$ cat src/core/dsar_pkg.sv
// Purpose: Shared constants and types for the accumulator back end
// Assumes: 32-bit AXI4-Lite register bus, 40-bit accumulators
// Notes: Register offsets are byte addresses
`default_nettype none
package dsar_pkg;
  // Register byte offsets
  localparam logic [7:0] ADDR_CTRL = 8'h00;
  localparam logic [7:0] ADDR_STAT = 8'h04;
  localparam logic [7:0] ADDR_ACCA_LO = 8'h08;
  localparam logic [7:0] ADDR_ACCA_HI = 8'h0C;
  localparam logic [7:0] ADDR_ACCB_LO = 8'h10;
  localparam logic [7:0] ADDR_ACCB_HI = 8'h14;
  localparam logic [7:0] ADDR_WBPTR = 8'h18;
  // Control register fields
  localparam int CTRL_W = 6;
  localparam int CTL_CLIPA = 0;
  localparam int CTL_CLIPB = 1;
  localparam int CTL_WIDTH = 2;
  localparam int CTL_STCLIP = 3;
  localparam int CTL_RNDSTY = 4;
  localparam int CTL_TRAP = 5;
  localparam logic [5:0] CTRL_RESET = 6'h00;
  // Status register fields
  localparam int ST_CLIPA = 0;
  localparam int ST_CLIPB = 1;
  localparam int ST_GRDA = 2;
  localparam int ST_GRDB = 3;
  localparam int ST_ANYGRD = 4;
  localparam int ST_ANYCLIP = 5;
  // Saturation limits, rounding tie, write-back step, shift limit and bus responses
  localparam logic [39:0] ACC_MAX40 = 40'h7F_FFFF_FFFF;
  localparam logic [39:0] ACC_MIN40 = 40'h80_0000_0000;
  localparam logic [39:0] ACC_MAX32 = 40'h00_7FFF_FFFF;
  localparam logic [39:0] ACC_MIN32 = 40'hFF_8000_0000;
  localparam logic [15:0] LOW_HALF = 16'h8000;
  localparam logic [15:0] WORD_MAX = 16'h7FFF;
  localparam logic [15:0] WORD_MIN = 16'h8000;
  localparam logic [15:0] WB_STEP = 16'h0002;
  localparam logic [5:0] SHIFT_MAX = 6'h10;
  localparam logic [1:0] RESP_OKAY = 2'b00;
  localparam logic [1:0] RESP_SLVERR = 2'b10;
  // Operations from the decoder
  typedef enum logic [2:0] {
    OP_MAC = 3'h0, OP_MPY = 3'h1, OP_MPYN = 3'h2, OP_ED = 3'h3,
    OP_DIFF_SQUARE_ACCUMULATE_OP = 3'h4, OP_SAC = 3'h5, OP_SACR = 3'h6, OP_SHIFT = 3'h7
  } dsar_op_e;
  // Shifter sources
  typedef enum logic [1:0] {
    SH_ACCA = 2'h0, SH_ACCB = 2'h1, SH_XBUS = 2'h2
  } dsar_shsrc_e;
endpackage
`default_nettype wire

$ cat src/core/dsar_core.sv
// Purpose: Accumulator saturation, write-back, rounding, store clip, shifter
// Assumes: Decoder ports are on mclk_in; one operation per cycle
// Notes: Registers reached over AXI4-Lite
// Summary of operation
// - 40-bit clip loads 9.31 limit, sets flag
// - 32-bit clip loads 1.31 limit, sets flag
// - 32-bit clip mode never sets guard flags
// - Unclipped mode flags bit-39 overflow, wraps
// - Trap enable lets wrap raise trap
// - Accumulate op may store other accumulator
// - Write-back to pointer or memory, pointer+2
// - Combinational round, style from control bit
// - Unrounded store truncates lower word away
// - Conventional: lower word msb increments upper
// - Convergent tie increments only when bit16 set
// - Store ops write target upper word, clipped
// - Write-back data is always rounded
// - Store clip leaves accumulator unchanged
// - Store clip forces 7FFF or 8000
// - Store clip sign taken from bit 39
// - Store clip off passes data unmodified
// - Shifter shifts up to 16, three sources
// - Signed amount: positive right, negative left
// - 40-bit and 16-bit results, bus placement
// - Clip decision uses enables and width select
// - Guard flag when bits 39..32 differ
// - Combined guard and clip flags are ORs
//
// Local design decisions: the AXI4-Lite slave port and the register offsets.
`default_nettype none
module dsar_core
  import dsar_pkg::*;
(
  // Clock and reset
  input wire logic mclk_in,
  input wire logic reset_in,
  // AXI4-Lite slave
  input wire logic s_axi_awvalid_in,
  output logic s_axi_awready_out,
  input wire logic [7:0] s_axi_awaddr_in,
  input wire logic s_axi_wvalid_in,
  output logic s_axi_wready_out,
  input wire logic [31:0] s_axi_wdata_in,
  input wire logic [3:0] s_axi_wstrb_in,
  output logic s_axi_bvalid_out,
  input wire logic s_axi_bready_in,
  output logic [1:0] s_axi_bresp_out,
  input wire logic s_axi_arvalid_in,
  output logic s_axi_arready_out,
  input wire logic [7:0] s_axi_araddr_in,
  output logic s_axi_rvalid_out,
  input wire logic s_axi_rready_in,
  output logic [31:0] s_axi_rdata_out,
  output logic [1:0] s_axi_rresp_out,
  // Decoder operation
  input wire logic op_valid_in,
  input wire logic [2:0] op_code_in,
  input wire logic op_acc_sel_in,
  input wire logic [39:0] op_operand_in,
  input wire logic op_wb_en_in,
  input wire logic op_wb_indirect_in,
  input wire logic [15:0] op_store_addr_in,
  input wire logic [1:0] shift_src_in,
  input wire logic [5:0] shift_amt_in,
  input wire logic shift_arith_in,
  input wire logic [15:0] xbus_rd_data_in,
  // X bus write and results
  output logic xbus_wr_en_out,
  output logic [15:0] xbus_wr_addr_out,
  output logic [15:0] xbus_wr_data_out,
  output logic [39:0] shift_result_out,
  output logic [15:0] shift_core_out,
  output logic catastrophic_trap_out,
  output logic any_guard_overflow_out,
  output logic any_acc_clip_out
);
  // Whole state of the block
  typedef struct packed {
    logic [1:0][39:0] acc;
    logic [CTRL_W-1:0] ctrl;
    logic [1:0] clip;
    logic [1:0] guard;
    logic [15:0] wbptr;
    logic xw_en;
    logic [15:0] xw_addr;
    logic [15:0] xw_data;
    logic [39:0] shres;
    logic [15:0] shcore;
    logic trap;
    logic aw_got;
    logic w_got;
    logic [7:0] awaddr;
    logic [31:0] wdata;
    logic [3:0] wstrb;
    logic bvalid;
    logic [1:0] bresp;
    logic rvalid;
    logic [31:0] rdata;
    logic [1:0] rresp;
  } dsar_state_s;

  dsar_state_s st_ff;
  dsar_state_s nxt_st;

  // Datapath decode, visible to the checks below
  logic tgt, oth, acc_op, sat_en, wide, ovf39, ovf31, clip_set, cat_ovf;
  logic [39:0] base, addend, res;
  logic [40:0] sum;
  logic is_store, wb_do, rnd_req, inc;
  logic [39:0] src;
  logic [24:0] ext;
  logic [15:0] wdat;
  logic [1:0] clr;
  logic [5:0] mag;
  logic [39:0] sh_opnd, sh_res;
  logic aw_hs, w_hs, ar_hs;

  // Handshake outputs
  assign s_axi_awready_out = !st_ff.aw_got && !st_ff.bvalid;
  assign s_axi_wready_out = !st_ff.w_got && !st_ff.bvalid;
  assign s_axi_arready_out = !st_ff.rvalid;
  assign aw_hs = s_axi_awvalid_in && s_axi_awready_out;
  assign w_hs = s_axi_wvalid_in && s_axi_wready_out;
  assign ar_hs = s_axi_arvalid_in && s_axi_arready_out;

  // Accumulator adder and its saturation decision
  always_comb begin
    tgt = op_acc_sel_in;
    oth = !op_acc_sel_in;
    acc_op = op_valid_in && (op_code_in <= OP_DIFF_SQUARE_ACCUMULATE_OP);
    base = (op_code_in == OP_MAC || op_code_in == OP_DIFF_SQUARE_ACCUMULATE_OP) ? st_ff.acc[tgt] : 40'h00_0000_0000;
    addend = (op_code_in == OP_MPYN) ? 40'(-op_operand_in) : op_operand_in;
    sum = {base[39], base} + {addend[39], addend};
    ovf39 = sum[40] ^ sum[39];
    ovf31 = !((&sum[40:31]) || !(|sum[40:31]));
    sat_en = st_ff.ctrl[tgt ? CTL_CLIPB : CTL_CLIPA];
    wide = st_ff.ctrl[CTL_WIDTH];
    res = sum[39:0];
    clip_set = 1'b0;
    cat_ovf = 1'b0;
    if (sat_en && wide && ovf39) begin
      res = sum[40] ? ACC_MIN40 : ACC_MAX40;
      clip_set = 1'b1;
    end else if (sat_en && !wide && ovf31) begin
      res = sum[40] ? ACC_MIN32 : ACC_MAX32;
      clip_set = 1'b1;
    end else if (!sat_en && ovf39) begin
      clip_set = 1'b1;
      cat_ovf = 1'b1;
    end
  end

  // Round and store clip; the source accumulator is only read
  always_comb begin
    is_store = op_valid_in && (op_code_in == OP_SAC || op_code_in == OP_SACR);
    wb_do = op_valid_in && op_code_in == OP_MAC && op_wb_en_in;
    src = is_store ? st_ff.acc[tgt] : st_ff.acc[oth];
    rnd_req = wb_do || op_code_in == OP_SACR;
    if (st_ff.ctrl[CTL_RNDSTY]) begin
      inc = src[15];
    end else begin
      inc = src[15] && (src[15:0] != LOW_HALF || src[16]);
    end
    if (!rnd_req) begin
      inc = 1'b0;
    end
    ext = {src[39], src[39:16]} + {24'h00_0000, inc};
    wdat = ext[15:0];
    if (st_ff.ctrl[CTL_STCLIP]) begin
      // Sign from bit 39 catches a rounding carry that flips the sign
      if (!src[39] && (|ext[24:15])) begin
        wdat = WORD_MAX;
      end else if (src[39] && !(&ext[23:15])) begin
        wdat = WORD_MIN;
      end
    end
  end

  // Barrel shifter, amount clamped to the sixteen-bit reach
  always_comb begin
    mag = shift_amt_in[5] ? 6'(-shift_amt_in) : shift_amt_in;
    if (mag > SHIFT_MAX) begin
      mag = SHIFT_MAX;
    end
    case (dsar_shsrc_e'(shift_src_in))
      SH_ACCA: sh_opnd = st_ff.acc[0];
      SH_ACCB: sh_opnd = st_ff.acc[1];
      default: begin
        if (shift_amt_in[5]) begin
          sh_opnd = {24'h00_0000, xbus_rd_data_in};
        end else begin
          sh_opnd = {{8{shift_arith_in & xbus_rd_data_in[15]}}, xbus_rd_data_in,
                     16'h0000};
        end
      end
    endcase
    if (shift_amt_in[5]) begin
      sh_res = sh_opnd << mag;
    end else if (shift_arith_in) begin
      sh_res = 40'($signed(sh_opnd) >>> mag);
    end else begin
      sh_res = sh_opnd >> mag;
    end
  end

  // Next state: bus slave first, datapath after so it wins
  always_comb begin
    nxt_st = st_ff;
    nxt_st.xw_en = 1'b0;
    nxt_st.trap = 1'b0;
    clr = 2'b00;
    if (aw_hs) begin
      nxt_st.aw_got = 1'b1;
      nxt_st.awaddr = s_axi_awaddr_in;
    end
    if (w_hs) begin
      nxt_st.w_got = 1'b1;
      nxt_st.wdata = s_axi_wdata_in;
      nxt_st.wstrb = s_axi_wstrb_in;
    end
    if (st_ff.bvalid && s_axi_bready_in) begin
      nxt_st.bvalid = 1'b0;
    end
    if (st_ff.aw_got && st_ff.w_got) begin
      nxt_st.aw_got = 1'b0;
      nxt_st.w_got = 1'b0;
      nxt_st.bvalid = 1'b1;
      nxt_st.bresp = RESP_OKAY;
      case (st_ff.awaddr)
        ADDR_CTRL: begin
          if (st_ff.wstrb[0]) begin
            nxt_st.ctrl = st_ff.wdata[CTRL_W-1:0];
          end
        end
        ADDR_STAT: begin
          if (st_ff.wstrb[0]) begin
            clr = {st_ff.wdata[ST_CLIPB], st_ff.wdata[ST_CLIPA]};
          end
        end
        ADDR_WBPTR: begin
          if (st_ff.wstrb[0]) begin
            nxt_st.wbptr[7:0] = st_ff.wdata[7:0];
          end
          if (st_ff.wstrb[1]) begin
            nxt_st.wbptr[15:8] = st_ff.wdata[15:8];
          end
        end
        ADDR_ACCA_LO, ADDR_ACCA_HI, ADDR_ACCB_LO, ADDR_ACCB_HI: begin
          nxt_st.bresp = RESP_OKAY; // Read-only, write ignored
        end
        default: nxt_st.bresp = RESP_SLVERR;
      endcase
    end
    if (st_ff.rvalid && s_axi_rready_in) begin
      nxt_st.rvalid = 1'b0;
    end
    if (ar_hs) begin
      nxt_st.rvalid = 1'b1;
      nxt_st.rresp = RESP_OKAY;
      case (s_axi_araddr_in)
        ADDR_CTRL: nxt_st.rdata = {26'h000_0000, st_ff.ctrl};
        ADDR_STAT: nxt_st.rdata = {26'h000_0000, |st_ff.clip, |st_ff.guard,
                                   st_ff.guard, st_ff.clip};
        ADDR_ACCA_LO: nxt_st.rdata = st_ff.acc[0][31:0];
        ADDR_ACCA_HI: nxt_st.rdata = {24'h00_0000, st_ff.acc[0][39:32]};
        ADDR_ACCB_LO: nxt_st.rdata = st_ff.acc[1][31:0];
        ADDR_ACCB_HI: nxt_st.rdata = {24'h00_0000, st_ff.acc[1][39:32]};
        ADDR_WBPTR: nxt_st.rdata = {16'h0000, st_ff.wbptr};
        default: begin
          nxt_st.rdata = 32'h0000_0000;
          nxt_st.rresp = RESP_SLVERR;
        end
      endcase
    end
    // Software clear loses to a same-cycle hardware set
    nxt_st.clip = st_ff.clip & ~clr;
    if (acc_op) begin
      nxt_st.acc[tgt] = res;
      nxt_st.clip[tgt] = nxt_st.clip[tgt] | clip_set;
      // Guard flag follows every pass, but not in 1.31 clip mode
      nxt_st.guard[tgt] = !(sat_en && !wide) &&
                          !((&res[39:32]) || !(|res[39:32]));
      nxt_st.trap = cat_ovf && st_ff.ctrl[CTL_TRAP];
    end
    if (is_store) begin
      nxt_st.xw_en = 1'b1;
      nxt_st.xw_addr = op_store_addr_in;
      nxt_st.xw_data = wdat;
    end
    if (wb_do) begin
      if (op_wb_indirect_in) begin
        nxt_st.xw_en = 1'b1;
        nxt_st.xw_addr = st_ff.wbptr;
        nxt_st.xw_data = wdat;
        nxt_st.wbptr = st_ff.wbptr + WB_STEP;
      end else begin
        nxt_st.wbptr = wdat;
      end
    end
    if (op_valid_in && op_code_in == OP_SHIFT) begin
      nxt_st.shres = sh_res;
      nxt_st.shcore = shift_amt_in[5] ? sh_res[15:0] : sh_res[31:16];
    end
  end

  // State register
  always_ff @(posedge mclk_in) begin
    if (reset_in) begin
      st_ff <= '0;
      st_ff.ctrl <= CTRL_RESET;
    end else begin
      st_ff <= nxt_st;
    end
  end

  // Outputs
  assign s_axi_bvalid_out = st_ff.bvalid;
  assign s_axi_bresp_out = st_ff.bresp;
  assign s_axi_rvalid_out = st_ff.rvalid;
  assign s_axi_rdata_out = st_ff.rdata;
  assign s_axi_rresp_out = st_ff.rresp;
  assign xbus_wr_en_out = st_ff.xw_en;
  assign xbus_wr_addr_out = st_ff.xw_addr;
  assign xbus_wr_data_out = st_ff.xw_data;
  assign shift_result_out = st_ff.shres;
  assign shift_core_out = st_ff.shcore;
  assign catastrophic_trap_out = st_ff.trap;
  assign any_guard_overflow_out = |st_ff.guard;
  assign any_acc_clip_out = |st_ff.clip;
endmodule
`default_nettype wire

$ cat config.mk
export PLATFORM = sky130hd
export DESIGN_NAME = dsar_core
export DESIGN_NICKNAME = d
export VERILOG_FILES = /design/src/core/dsar_pkg.sv /design/src/core/dsar_core.sv
export SDC_FILE = /design/constraint.sdc
export NUM_CORES = 1
export LEC_CHECK = 0
export BUFFER_PORTS_ARGS = -buffer_cell sky130_fd_sc_hd__buf_4
export CAP_MARGIN = 20
export CORE_UTILIZATION = 50
export CTS_BUF_LIST = sky130_fd_sc_hd__clkbuf_16
export CTS_CLUSTER_DIAMETER = 100
export CTS_CLUSTER_SIZE = 20
export DETAILED_ROUTE_END_ITERATION = 6
export PLACE_DENSITY_LB_ADDON = 0.15
export SLEW_MARGIN = 10
export SYNTH_ARGS = -nofsm -noshare
export SYNTH_HDL_FRONTEND = slang
export SYNTH_SLANG_ARGS = --single-unit
$ cat constraint.sdc
create_clock -name mclk_in -period 9.4 [get_ports mclk_in]
set_input_delay 0 -clock mclk_in [delete_from_list [all_inputs] [get_ports mclk_in]]
set_output_delay 0 -clock mclk_in [all_outputs]
set_load 0.05 [all_outputs]
# Yosys cells after proc, flatten, opt, wreduce, memory -nomap -nowiden
# Index checks and enable logic that the tools add are counted.
[word_totals]
reg_bits = 262
in_bits = 147
word_cells = 191
ramBits = 0
rom_bits = 0
latch_bits = 0
memories = 0
out_inout_bits = 133
[op_classes]
n_mux = 60
order_cmp = 6
div = 0
n_shift = 3
n_eq_ne = 19
add_sub_neg = 5
n_mul = 0
bitwise = 6
reduce_logical = 69
[ops]
columns = ["op", "count"]
rows = [
  ["two-way mux 40 bit", 15],
  ["case mux 32 bit (7 select lines)", 1],
  ["two-way mux 16 bit", 7],
  ["bitwise mux 80 bit", 1],
  ["case mux 40 bit (2 select lines)", 1],
  ["two-way mux 33 bit", 2],
  ["two-way mux 49 bit", 1],
  ["== test 8 x 5 -> 1 bit (second input constant)", 6],
  ["adder 40 x 40 -> 41 bit", 1],
  ["demux 40 bit (select 1 bit)", 1],
  ["negator 40 bit", 1],
  ["<< shifter 40 x 6 -> 40 bit", 1],
  [">> shifter 40 x 6 -> 40 bit", 1],
  [">>> shifter 40 x 6 -> 40 bit", 1],
  ["two-way mux 35 bit", 1],
  ["== test 8 x 4 -> 1 bit (second input constant)", 4],
  ["adder 24 x 2 -> 25 bit", 1],
  ["logical AND 1 bit", 24],
  ["OR reduction 10 bit", 2],
  ["adder 16 x 2 -> 16 bit (second input constant)", 1],
  ["== test 8 x 3 -> 1 bit (second input constant)", 2],
  ["zero test 8 bit", 2],
  ["two-way mux 8 bit", 2],
  ["inequality test 16 bit (second input constant)", 1],
  ["35 further kinds", 88],
]

# Longest topological paths before layout
# Gate-level depths: netlist (run 1).
[logic_depth]
ltp_word = 19
ltp_mapped = 31

# Worst setup path after synthesis (run 1)
# OpenSTA, ideal clock, no wires.
[synth_path]
kind = "input port to flip-flop"
startpoint = "input port op_operand_in[5]"
endpoint = "register st_ff[190] (netlist name)"
required_time_ps = 9266
setup_slack_ps = 3535
n_path_buf = 1
cell_stages = 29
setup_time_ps = 134
t_arrival_ps = 5731
cell_sequence = "or4_1 > nor3_1 > and3b_1 > nand2_1 > or3_1 > nand2b_1 > or2_2 > nor4_1 > nor2_1 > xor2_1 > ha_1 > clkbuf_1 > a21oi_1 > o21ai_1 > a21o_1 > a21o_1 > a21oi_1 > a21boi_0 > nor2_1 > xnor2_1 > ha_1 > nand3_1 > nand2_1 > nor2_1 > a32o_1 > nor3_1 > nand4_1 > a31oi_1 > a211oi_1"
[synth_via]
elab_chain_cells = 16
elab_cells_between_ends = 22
cone_classes = "add/sub: 2; mux: 6; bitwise: 1; reduce/logical: 13"
[synth_lines]
columns = ["item", "line", "source"]
rows = [
  ["start, declared", "dsar_core.sv:59", "input wire logic [39:0] op_operand_in,"],
  ["negator 40 bit", "dsar_core.sv:132", "addend = (op_code_in == OP_MPYN) ? 40'(-op_operand_in) : op_operand_in;"],
  ["two-way mux 40 bit *", "dsar_core.sv:132", ""],
  ["adder 40 x 40 -> 41 bit *", "dsar_core.sv:133", "sum = {base[39], base} + {addend[39], addend};"],
  ["OR reduction 10 bit", "dsar_core.sv:135", "ovf31 = !((&sum[40:31]) || !(|sum[40:31]));"],
  ["zero test 1 bit", "dsar_core.sv:135", ""],
  ["logical OR 1 bit", "dsar_core.sv:135", ""],
  ["zero test 1 bit", "dsar_core.sv:135", ""],
  ["logical AND 1 bit", "dsar_core.sv:144", "end else if (sat_en && !wide && ovf31) begin"],
  ["two-way mux 40 bit", "dsar_core.sv:144", ""],
  ["two-way mux 40 bit *", "dsar_core.sv:141", "if (sat_en && wide && ovf39) begin"],
  ["OR reduction 8 bit", "dsar_core.sv:282", "!((&res[39:32]) || !(|res[39:32]));"],
  ["zero test 1 bit", "dsar_core.sv:282", ""],
  ["logical OR 1 bit *", "dsar_core.sv:282", ""],
  ["zero test 1 bit *", "dsar_core.sv:282", ""],
  ["logical AND 1 bit *", "dsar_core.sv:281", "nxt_st.guard[tgt] = !(sat_en && !wide) &&"],
  ["bitwise mux 2 bit *", "dsar_core.sv:281", ""],
  ["end signal, assigned", "dsar_core.sv:312", "st_ff <= nxt_st;"],
  ["end, declared", "dsar_core.sv:102", "dsar_state_s st_ff;"],
]
# Mark *: on every way between the ends. The rest lies on a longest branch, timed or not.
# A chain may end at the register's enable or synchronous reset.

# Final worst setup path (run 1)
[layout_path]
startpoint = "input port op_operand_in[0]"
endpoint = "register st_ff[191] (netlist name)"
# The elaborated chain is that of the path after synthesis.

==> results.md, run 1 <==
* Slew of the pin with the lowest slew margin at approximately 1100 ps
* Mapped Cells at ~3000
* Hold/Removal Path Class: in2reg
* Max cap viols at 0
* GRT overflow at 0
* Net Switching at 0.001221 W
* Avg Cell Area, Syn at 7.373 um2
* Comb power frac at about a third
* FMAX at 0.1344 GHz
* Largest net degree at the start of global routing at 128
* VDD IR-drop max at 0.0001242 V
* Final hold viol count at 0
* Int Power at 0.001904 W
* GPL Wtd Cong at ~1.1
* FFs w/ async S/R, synth at 0%
* Vias in the first global route at around 22000
* Yosys cell types at 87
* Post-route minimum period at ~7400 ps
* Outcome: finished clean
* Row Count at between 70 and 80
* Sequential Power Share at between 30 and 40%
* Share of cells above drive strength 1 at between 10% and 20%
* Num ports at 280
* Crit Path Class: in2reg
* Post-CTS setup buffer count at 0
* Final Skew at approximately 40 ps
* Synthesized flop and latch total at between 200 and 300
* Power consumption at 0.003125 W
* Post_cts resized at 0
* Top_reg_cell synth: dfxtp_1
* WL/cell at approximately 25 um
* Fin Setup TNS at 0 ps
* Routed WL at ~89000 um
* Largest stage delay on the critical path at between 600 and 700 ps
* # setup viols final at 0
* CTS Buf Count at 18
* Worst setup SP type: input pin
* RSZ-0062 raised after global routing: false
* Slew margin rel. at between 20% and 30%
* Synth Cell Area at between 20000 and 25000 um2
* Skew-Pair Late Insertion Delay at around 560 ps
* Sequential standard cell area at approximately 5200 um2
* H-tree depth at 1
* Iteration-0 DRC Markers at around 2700
* Area Overhead vs Synth at 10.94%
* Worst EP arrival at around 7900 ps
* DIE AREA at roughly 45000 um2
* Hpwl dp at ~67000 um
* EDFF count, synth at 0
* Max Fanout on Critical Path at 12
* Root Buffer: clkbuf_16
* Pwr dens at 126.9 nW/um2
* Leak at roughly 9.5 nW
* Register area share after synthesis at 23.45%
* Core area at ~43000 um2
* Worst Setup End Kind: flop
* Total GRT Usage at between 30% and 40%
* Drc violations at 0
* Initial core utilization at between 50 and 60%
* Via density at about 6.4
* Initial antenna violation count at 3
* Die H at around 210 um
* Die width at around 210 um
* Fin crit share at about four fifths
* Clk sinks at 260
* Final nets at roughly 3200
* Reg clk slew, reported paths at 100 ps
* CTS tree: yes
* Clk buf depth at 3
* Fillers at slightly above 4000
* Synthesis warning total at 0
* Vias after detailed routing at approximately 23000
* Slowest CP cell: nor3_1
* Sw frac at 39.08%
* First-pass GRT wire length at 132100 um
* Worst path required time at 9810 ps
* Slew Limit Fails at 0
* Drt pass-1 iters at 6
* PortBufs at ~260
* ANT nets after route at 0
* Clock power frac at between 20% and 30%
* Multi-input gate area at about 15000 um2
registers in the layout (all words and copies together), names as in the netlist, 16 cells and up:
name              count
s_axi_rdata_out      32
shift_core_out       16
shift_result_out     40
st_ff               134
xbus_wr_addr_out     16
xbus_wr_data_out     16
synth_stat cells, drive strengths merged, types with 47 or more instances:
cell	instances	area (um2)
nor3	88	445.4
o21ai	142	718.2
dfxtp	260	5205
xor2	52	455.4
mux2i	243	2432
xnor2	56	490.5
nor2	503	1891
a211oi	159	1504
a21oi	262	1315
nand2	272	1021
buf	172	1175
nand3	52	260.3
clkbuf	188	708.2
ha	47	588.1
cells in the final DEF (no fill, tap or decap), types with 11 or more instances in the layout:
cell,count
o211ai_1,16
dlygate4sd3_1,69
buf_4,289
mux2_2,35
a21o_1,12
a222oi_1,11
inv_1,29
a31oi_1,25
a211oi_2,61
xor2_1,51
nor2_1,496
nand3_1,52
a211o_1,11
xnor2_1,55
nor3_1,86
or3_1,16
o22ai_1,17
and2_1,18
o21ai_1,13
and3_1,19
nor4_1,31
nand2b_1,15
clkbuf_16,18
a21oi_1,261
nand4_1,32
nor2b_1,14
a211oi_1,97
ha_1,47
a22oi_1,29
mux2i_1,243
o21a_1,29
nand2_1,272
o21ai_0,127
dfxtp_1,260
a311oi_1,13
o31ai_1,14
cell type report:
type	count	area share, %
antenna	1	0.01016
clock buffer	18	1.829
clock inverter	7	0.3862
inverter	28	0.4269
multi-input combinational	2363	61.32
sequential	260	21.14
tap	585	2.973
timing repair buffer	362	11.92
cell families after synthesis:
kind of cell | Yosys count | share of synthesized area, %
mux | 284 | 13.34
fa+ha+maj | 48 | 2.740
other cells | 1 | 0.01690
flops | 260 | 23.45
buf+inv | 388 | 8.958
compound gates | 820 | 25.40
simple gates | 1101 | 21.83
xor+xnor | 108 | 4.262
worst max-delay path, delay by kind of cell:
kind	cells	cell delay, ps
buffers and inverters	3	740
adders and majority gates	3	1030
and+or+nand+nor	17	4660
AOI/OAI and AO/OA	6	1240
xor gates and xnor gates	1	160
path summary, 6_finish.rpt:
| kind | start | end | slack [ps] | cells after the start |
|---|---|---|---|---|
| worst max register to register | st_ff[223] | st_ff[191] | 3710 | 18 |
| worst max-delay path | op_operand_in[0] | st_ff[191] | 1960 | 30 |
| worst min-delay path | reset_in | st_ff[39] | 10 | 2 |
| worst min register to register | st_ff[39] | st_ff[39] | 470 | 2 |
per-stage QoR:
stage / util [%] / setup WS, ps / hold WS, ps / cell area, um2 / instances
4_1_cts: 56.49 / 1996 / 10.46 / 24550 / 3619
3_3_place_gp: 53.65 / 1882 / 183.4 / 23310 / 3525
2_1_floorplan: - / 3535 / 99.02 / 22200 / 3011
5_1_grt: 56.66 / 1585 / 62.56 / 24620 / 3624
3_5_place_dp: 53.65 / 1771 / 205.8 / 23310 / 3525
6_report: 56.66 / 1959 / 14.24 / 24620 / 3624
power groups by stage:
stage	Combinational, W	Clock, W	Sequential [W]
finish	0.00108	0.000815	0.00123
global route	0.00114	0.000858	0.00123
CTS	0.00104	0.000820	0.00123
detailed placement	0.00101	0	0.00125
global placement	0.00100	0	0.00125
floorplan	0.000737	0	0.00121
repair_timing:
item / CTS / global route
hold endpoints to repair: 67 / 0
setup endpoints to repair: 0 / 0
hold buffers: 69 / 0
routing by layer:
metal  part of all wire [%]  vias up  global-route usage [%]
met5                      0        -                       0
met4                    4.8        0                   17.09
met3                    8.8      206                   6.442
met2                     44     1207                   58.72
met1                     43    11160                   52.14
li1                       -    10780                       -
(Power assumes the default switching activity.)
==> inputs of run 2 (changes only) <==
ABC_AREA = 1   (was default)
clock period = 7.48 ns   (was 9.4 ns; I/O delays follow)
==> run 2 against run 1 <==
  * Die area decreased by 0.11%
  * Critical path depth increased by 6
  * Sequential cell count unchanged
  * Largest cell class unchanged
  * Clock power increased by 14%
  * Combinational power increased by 51%
  * Worst hold slack improved by 0.65 ps
==> results.md, run 2 <==
* CTS tree: yes
* GRT overflow at 0
* First-pass GRT wire length at approximately 130000 um
* Post_cts resized at 0
* Commonest non-fill, non-tap cell in the layout: nand2_1
* Reg with most FFs: st_ff
* Top_reg_cell synth: dfxtp_1
* Worst Setup End Kind: flop
* Crit Path Class: in2reg
* Total GRT Usage at 37.73%
* Pwr dens at approximately 170 nW/um2
* Skew-Pair Late Insertion Delay at 550 ps
* Synth Cell Area at 22170 um2
* Top cell type's share of synthesized area at roughly a quarter
* Leak at between 10 and 15 nW
* GPL Wtd Cong at about 1.1
* FFs w/ async S/R, synth at 0%
* H-tree depth at 1
* EDFF count, synth at 0
* Cell taking the most area after synthesis: dfxtp_1
* VDD IR-drop max at around 0.00014 V
* DIE AREA at between 40000 and 50000 um2
* Slew Limit Fails at 0
* Root Buffer: clkbuf_16
* Register area share after synthesis at approximately a quarter
* CP dominant cell by count: nand2_1
* Fin crit share at 79.91%
* Hold/Removal Path Class: in2reg
* Slew of the pin with the lowest slew margin at ~1200 ps
* Avg Cell Area, Syn at 5.873 um2
* Largest stage delay on the critical path at between 400 and 500 ps
* Initial antenna violation count at 1
* Top-count cell post-synth: nand2_1
* Mapped Cells at 3775
* Num ports at 280
* PortBufs at approximately 260
* Power consumption at ~0.0041 W
* Slew margin rel. at 21.23%
* Yosys cell types at 50
* # setup viols final at 0
* Outcome: finished clean
* Area Overhead vs Synth at 10.49%
* Metal-1 WL at about 37000 um
* ANT nets after route at 0
* Met3 routed WL at around 8000 um
* Met2 WL at approximately 38000 um
* Row Count at 76
* Via density at about 5.7
* Reg clk slew, reported paths at 80 ps
* Fin Setup TNS at 0 ps
* Final Skew at 44.19 ps
* Worst path required time at between 7000 and 8000 ps
* Synthesized flop and latch total at 260
* Iteration-0 DRC Markers at ~2800
* Die H at between 200 and 250 um
* CTS Buf Count at 17
* Max Fanout on Critical Path at 18
* Drc violations at 0
* Number of flip-flops in the largest register at about 130
* Most frequent cells after synthesis: nand2_1 (953), o21ai_0 (502), inv_1 (473), a21oi_1 (311), nor2_1 (309)
* Fillers at ~4700
* CTS Hold Buffers Added at 61
* Hpwl dp at between 60000 and 70000 um
* Core area at 43360 um2
* Final nets at approximately 4000
* Design Area, Final at ~24000 um2
* Share of cells above drive strength 1 at a little under a tenth
* Max cap viols at 0
* Initial core utilization at approximately half
* Placed cell area at around 23000 um2
* Top Layer Used: met4
* WHS at between 10 and 15 ps
* Worst setup SP type: input pin
* Slack of the critical path at 1502 ps
* Routed WL at a little under 90000 um
* Synthesis warning total at 0
* Vias in the first global route at approximately 22000
* WL/cell at between 15 and 20 um
* Worst EP arrival at 6410 ps
* Post-CTS setup buffer count at 0
* Slowest CP cell: nor3_1
* Placement-stage worst setup slack at slightly below 1000 ps
* Synth area leaders: dfxtp_1 (23%), nand2_1 (16%), o21ai_0 (11%)
* Clk sinks at 260
* Most frequent cells in the layout: nand2_1 (951), o21ai_0 (502), inv_1 (472)
* Vias after detailed routing at about 25000
* RSZ-0062 raised after global routing: false
* Final hold viol count at 0
* Largest net degree at the start of global routing at roughly 100
* Die width at around 210 um
* Post-route minimum period at roughly 6000 ps
* FMAX at 0.1673 GHz
* Clk buf depth at 3
* Drt pass-1 iters at 6
## run 2: changes by cell type after synthesis, moves of 28 or more
cell	previous run	this run
clkbuf_1	186	149
nand3_1	52	144
nand2_1	272	953
mux2i_1	243	5
a211oi_1	97	7
nor2_1	502	309
inv_1	28	473
a211oi_2	62	0
a221oi_1	10	38
nor3_1	87	34
a21oi_1	261	311
o21ai_0	127	502
mux2_2	35	0
a22oi_1	30	0
## run 2: area by class of cell
type / instances / area (um2) / area share (%)
Antenna cell: 2 / 5.005 / 0.02043
Clock buffer: 17 / 425.4 / 1.737
Clock inverter: 4 / 36.28 / 0.1481
Inverter: 485 / 1822 / 7.437
Multi-Input combinational cell: 2716 / 13480 / 55.01
Sequential cell: 260 / 5205 / 21.25
Tap cell: 585 / 732.0 / 2.988
Timing Repair Buffer: 352 / 2795 / 11.41
## run 2: per-stage QoR
step,utilization (%),cells
floorplan,-,3776
global placement,54.01,4337
detailed placement,54.01,4337
CTS,56.48,4419
global route,56.49,4420
finish,56.49,4421
## run 2: path summary, 6_finish.rpt
| check | from | end | slack (ps) | cells past startpoint |
|---|---|---|---|---|
| setup / recovery | op_operand_in[1] | st_ff[205] | 1500 | 36 |
| setup reg to reg | st_ff[240] | st_ff[205] | 2410 | 28 |
| hold / removal | op_operand_in[0] | st_ff[200] | 10 | 6 |
| hold reg to reg | s_axi_rdata_out[20] | s_axi_rdata_out[20] | 470 | 2 |
## run 2: routing by layer
layer | track usage (%) | vias to the layer above
met2 | 58.61 | 1212
li1 | - | 12380
met1 | 50.82 | 11430
met5 | 0 | -
met3 | 5.731 | 235
met4 | 18.38 | 0
## run 2: cells by family after synthesis
family / count (synthesis) / share of synthesized area [%]
DFF: 260 / 23.48
adders and majority gates: 48 / 2.743
and+or+nand+nor: 1505 / 27.32
other: 1 / 0.01691
buffers and inverters: 800 / 15.91
AOI/OAI and AO/OA: 1064 / 26.56
xor gates and xnor gates: 92 / 3.753
muxes: 5 / 0.2258
## run 2: power breakdown
group	total (W)	switching, W	internal (W)
Clock	0.000929	0.000511	0.000418
Combinational	0.00163	0.00114	0.000482
Sequential	0.00150	0.0000494	0.00145
## run 2: worst max-delay path, delay by kind of cell
family	cells	cell delay (ps)
AO/OA/AOI/OAI	4	660
XOR/XNOR	1	160
adder cells (fa/ha/maj)	2	710
AND/OR/NAND/NOR	21	3640
buffers and inverters	8	1220
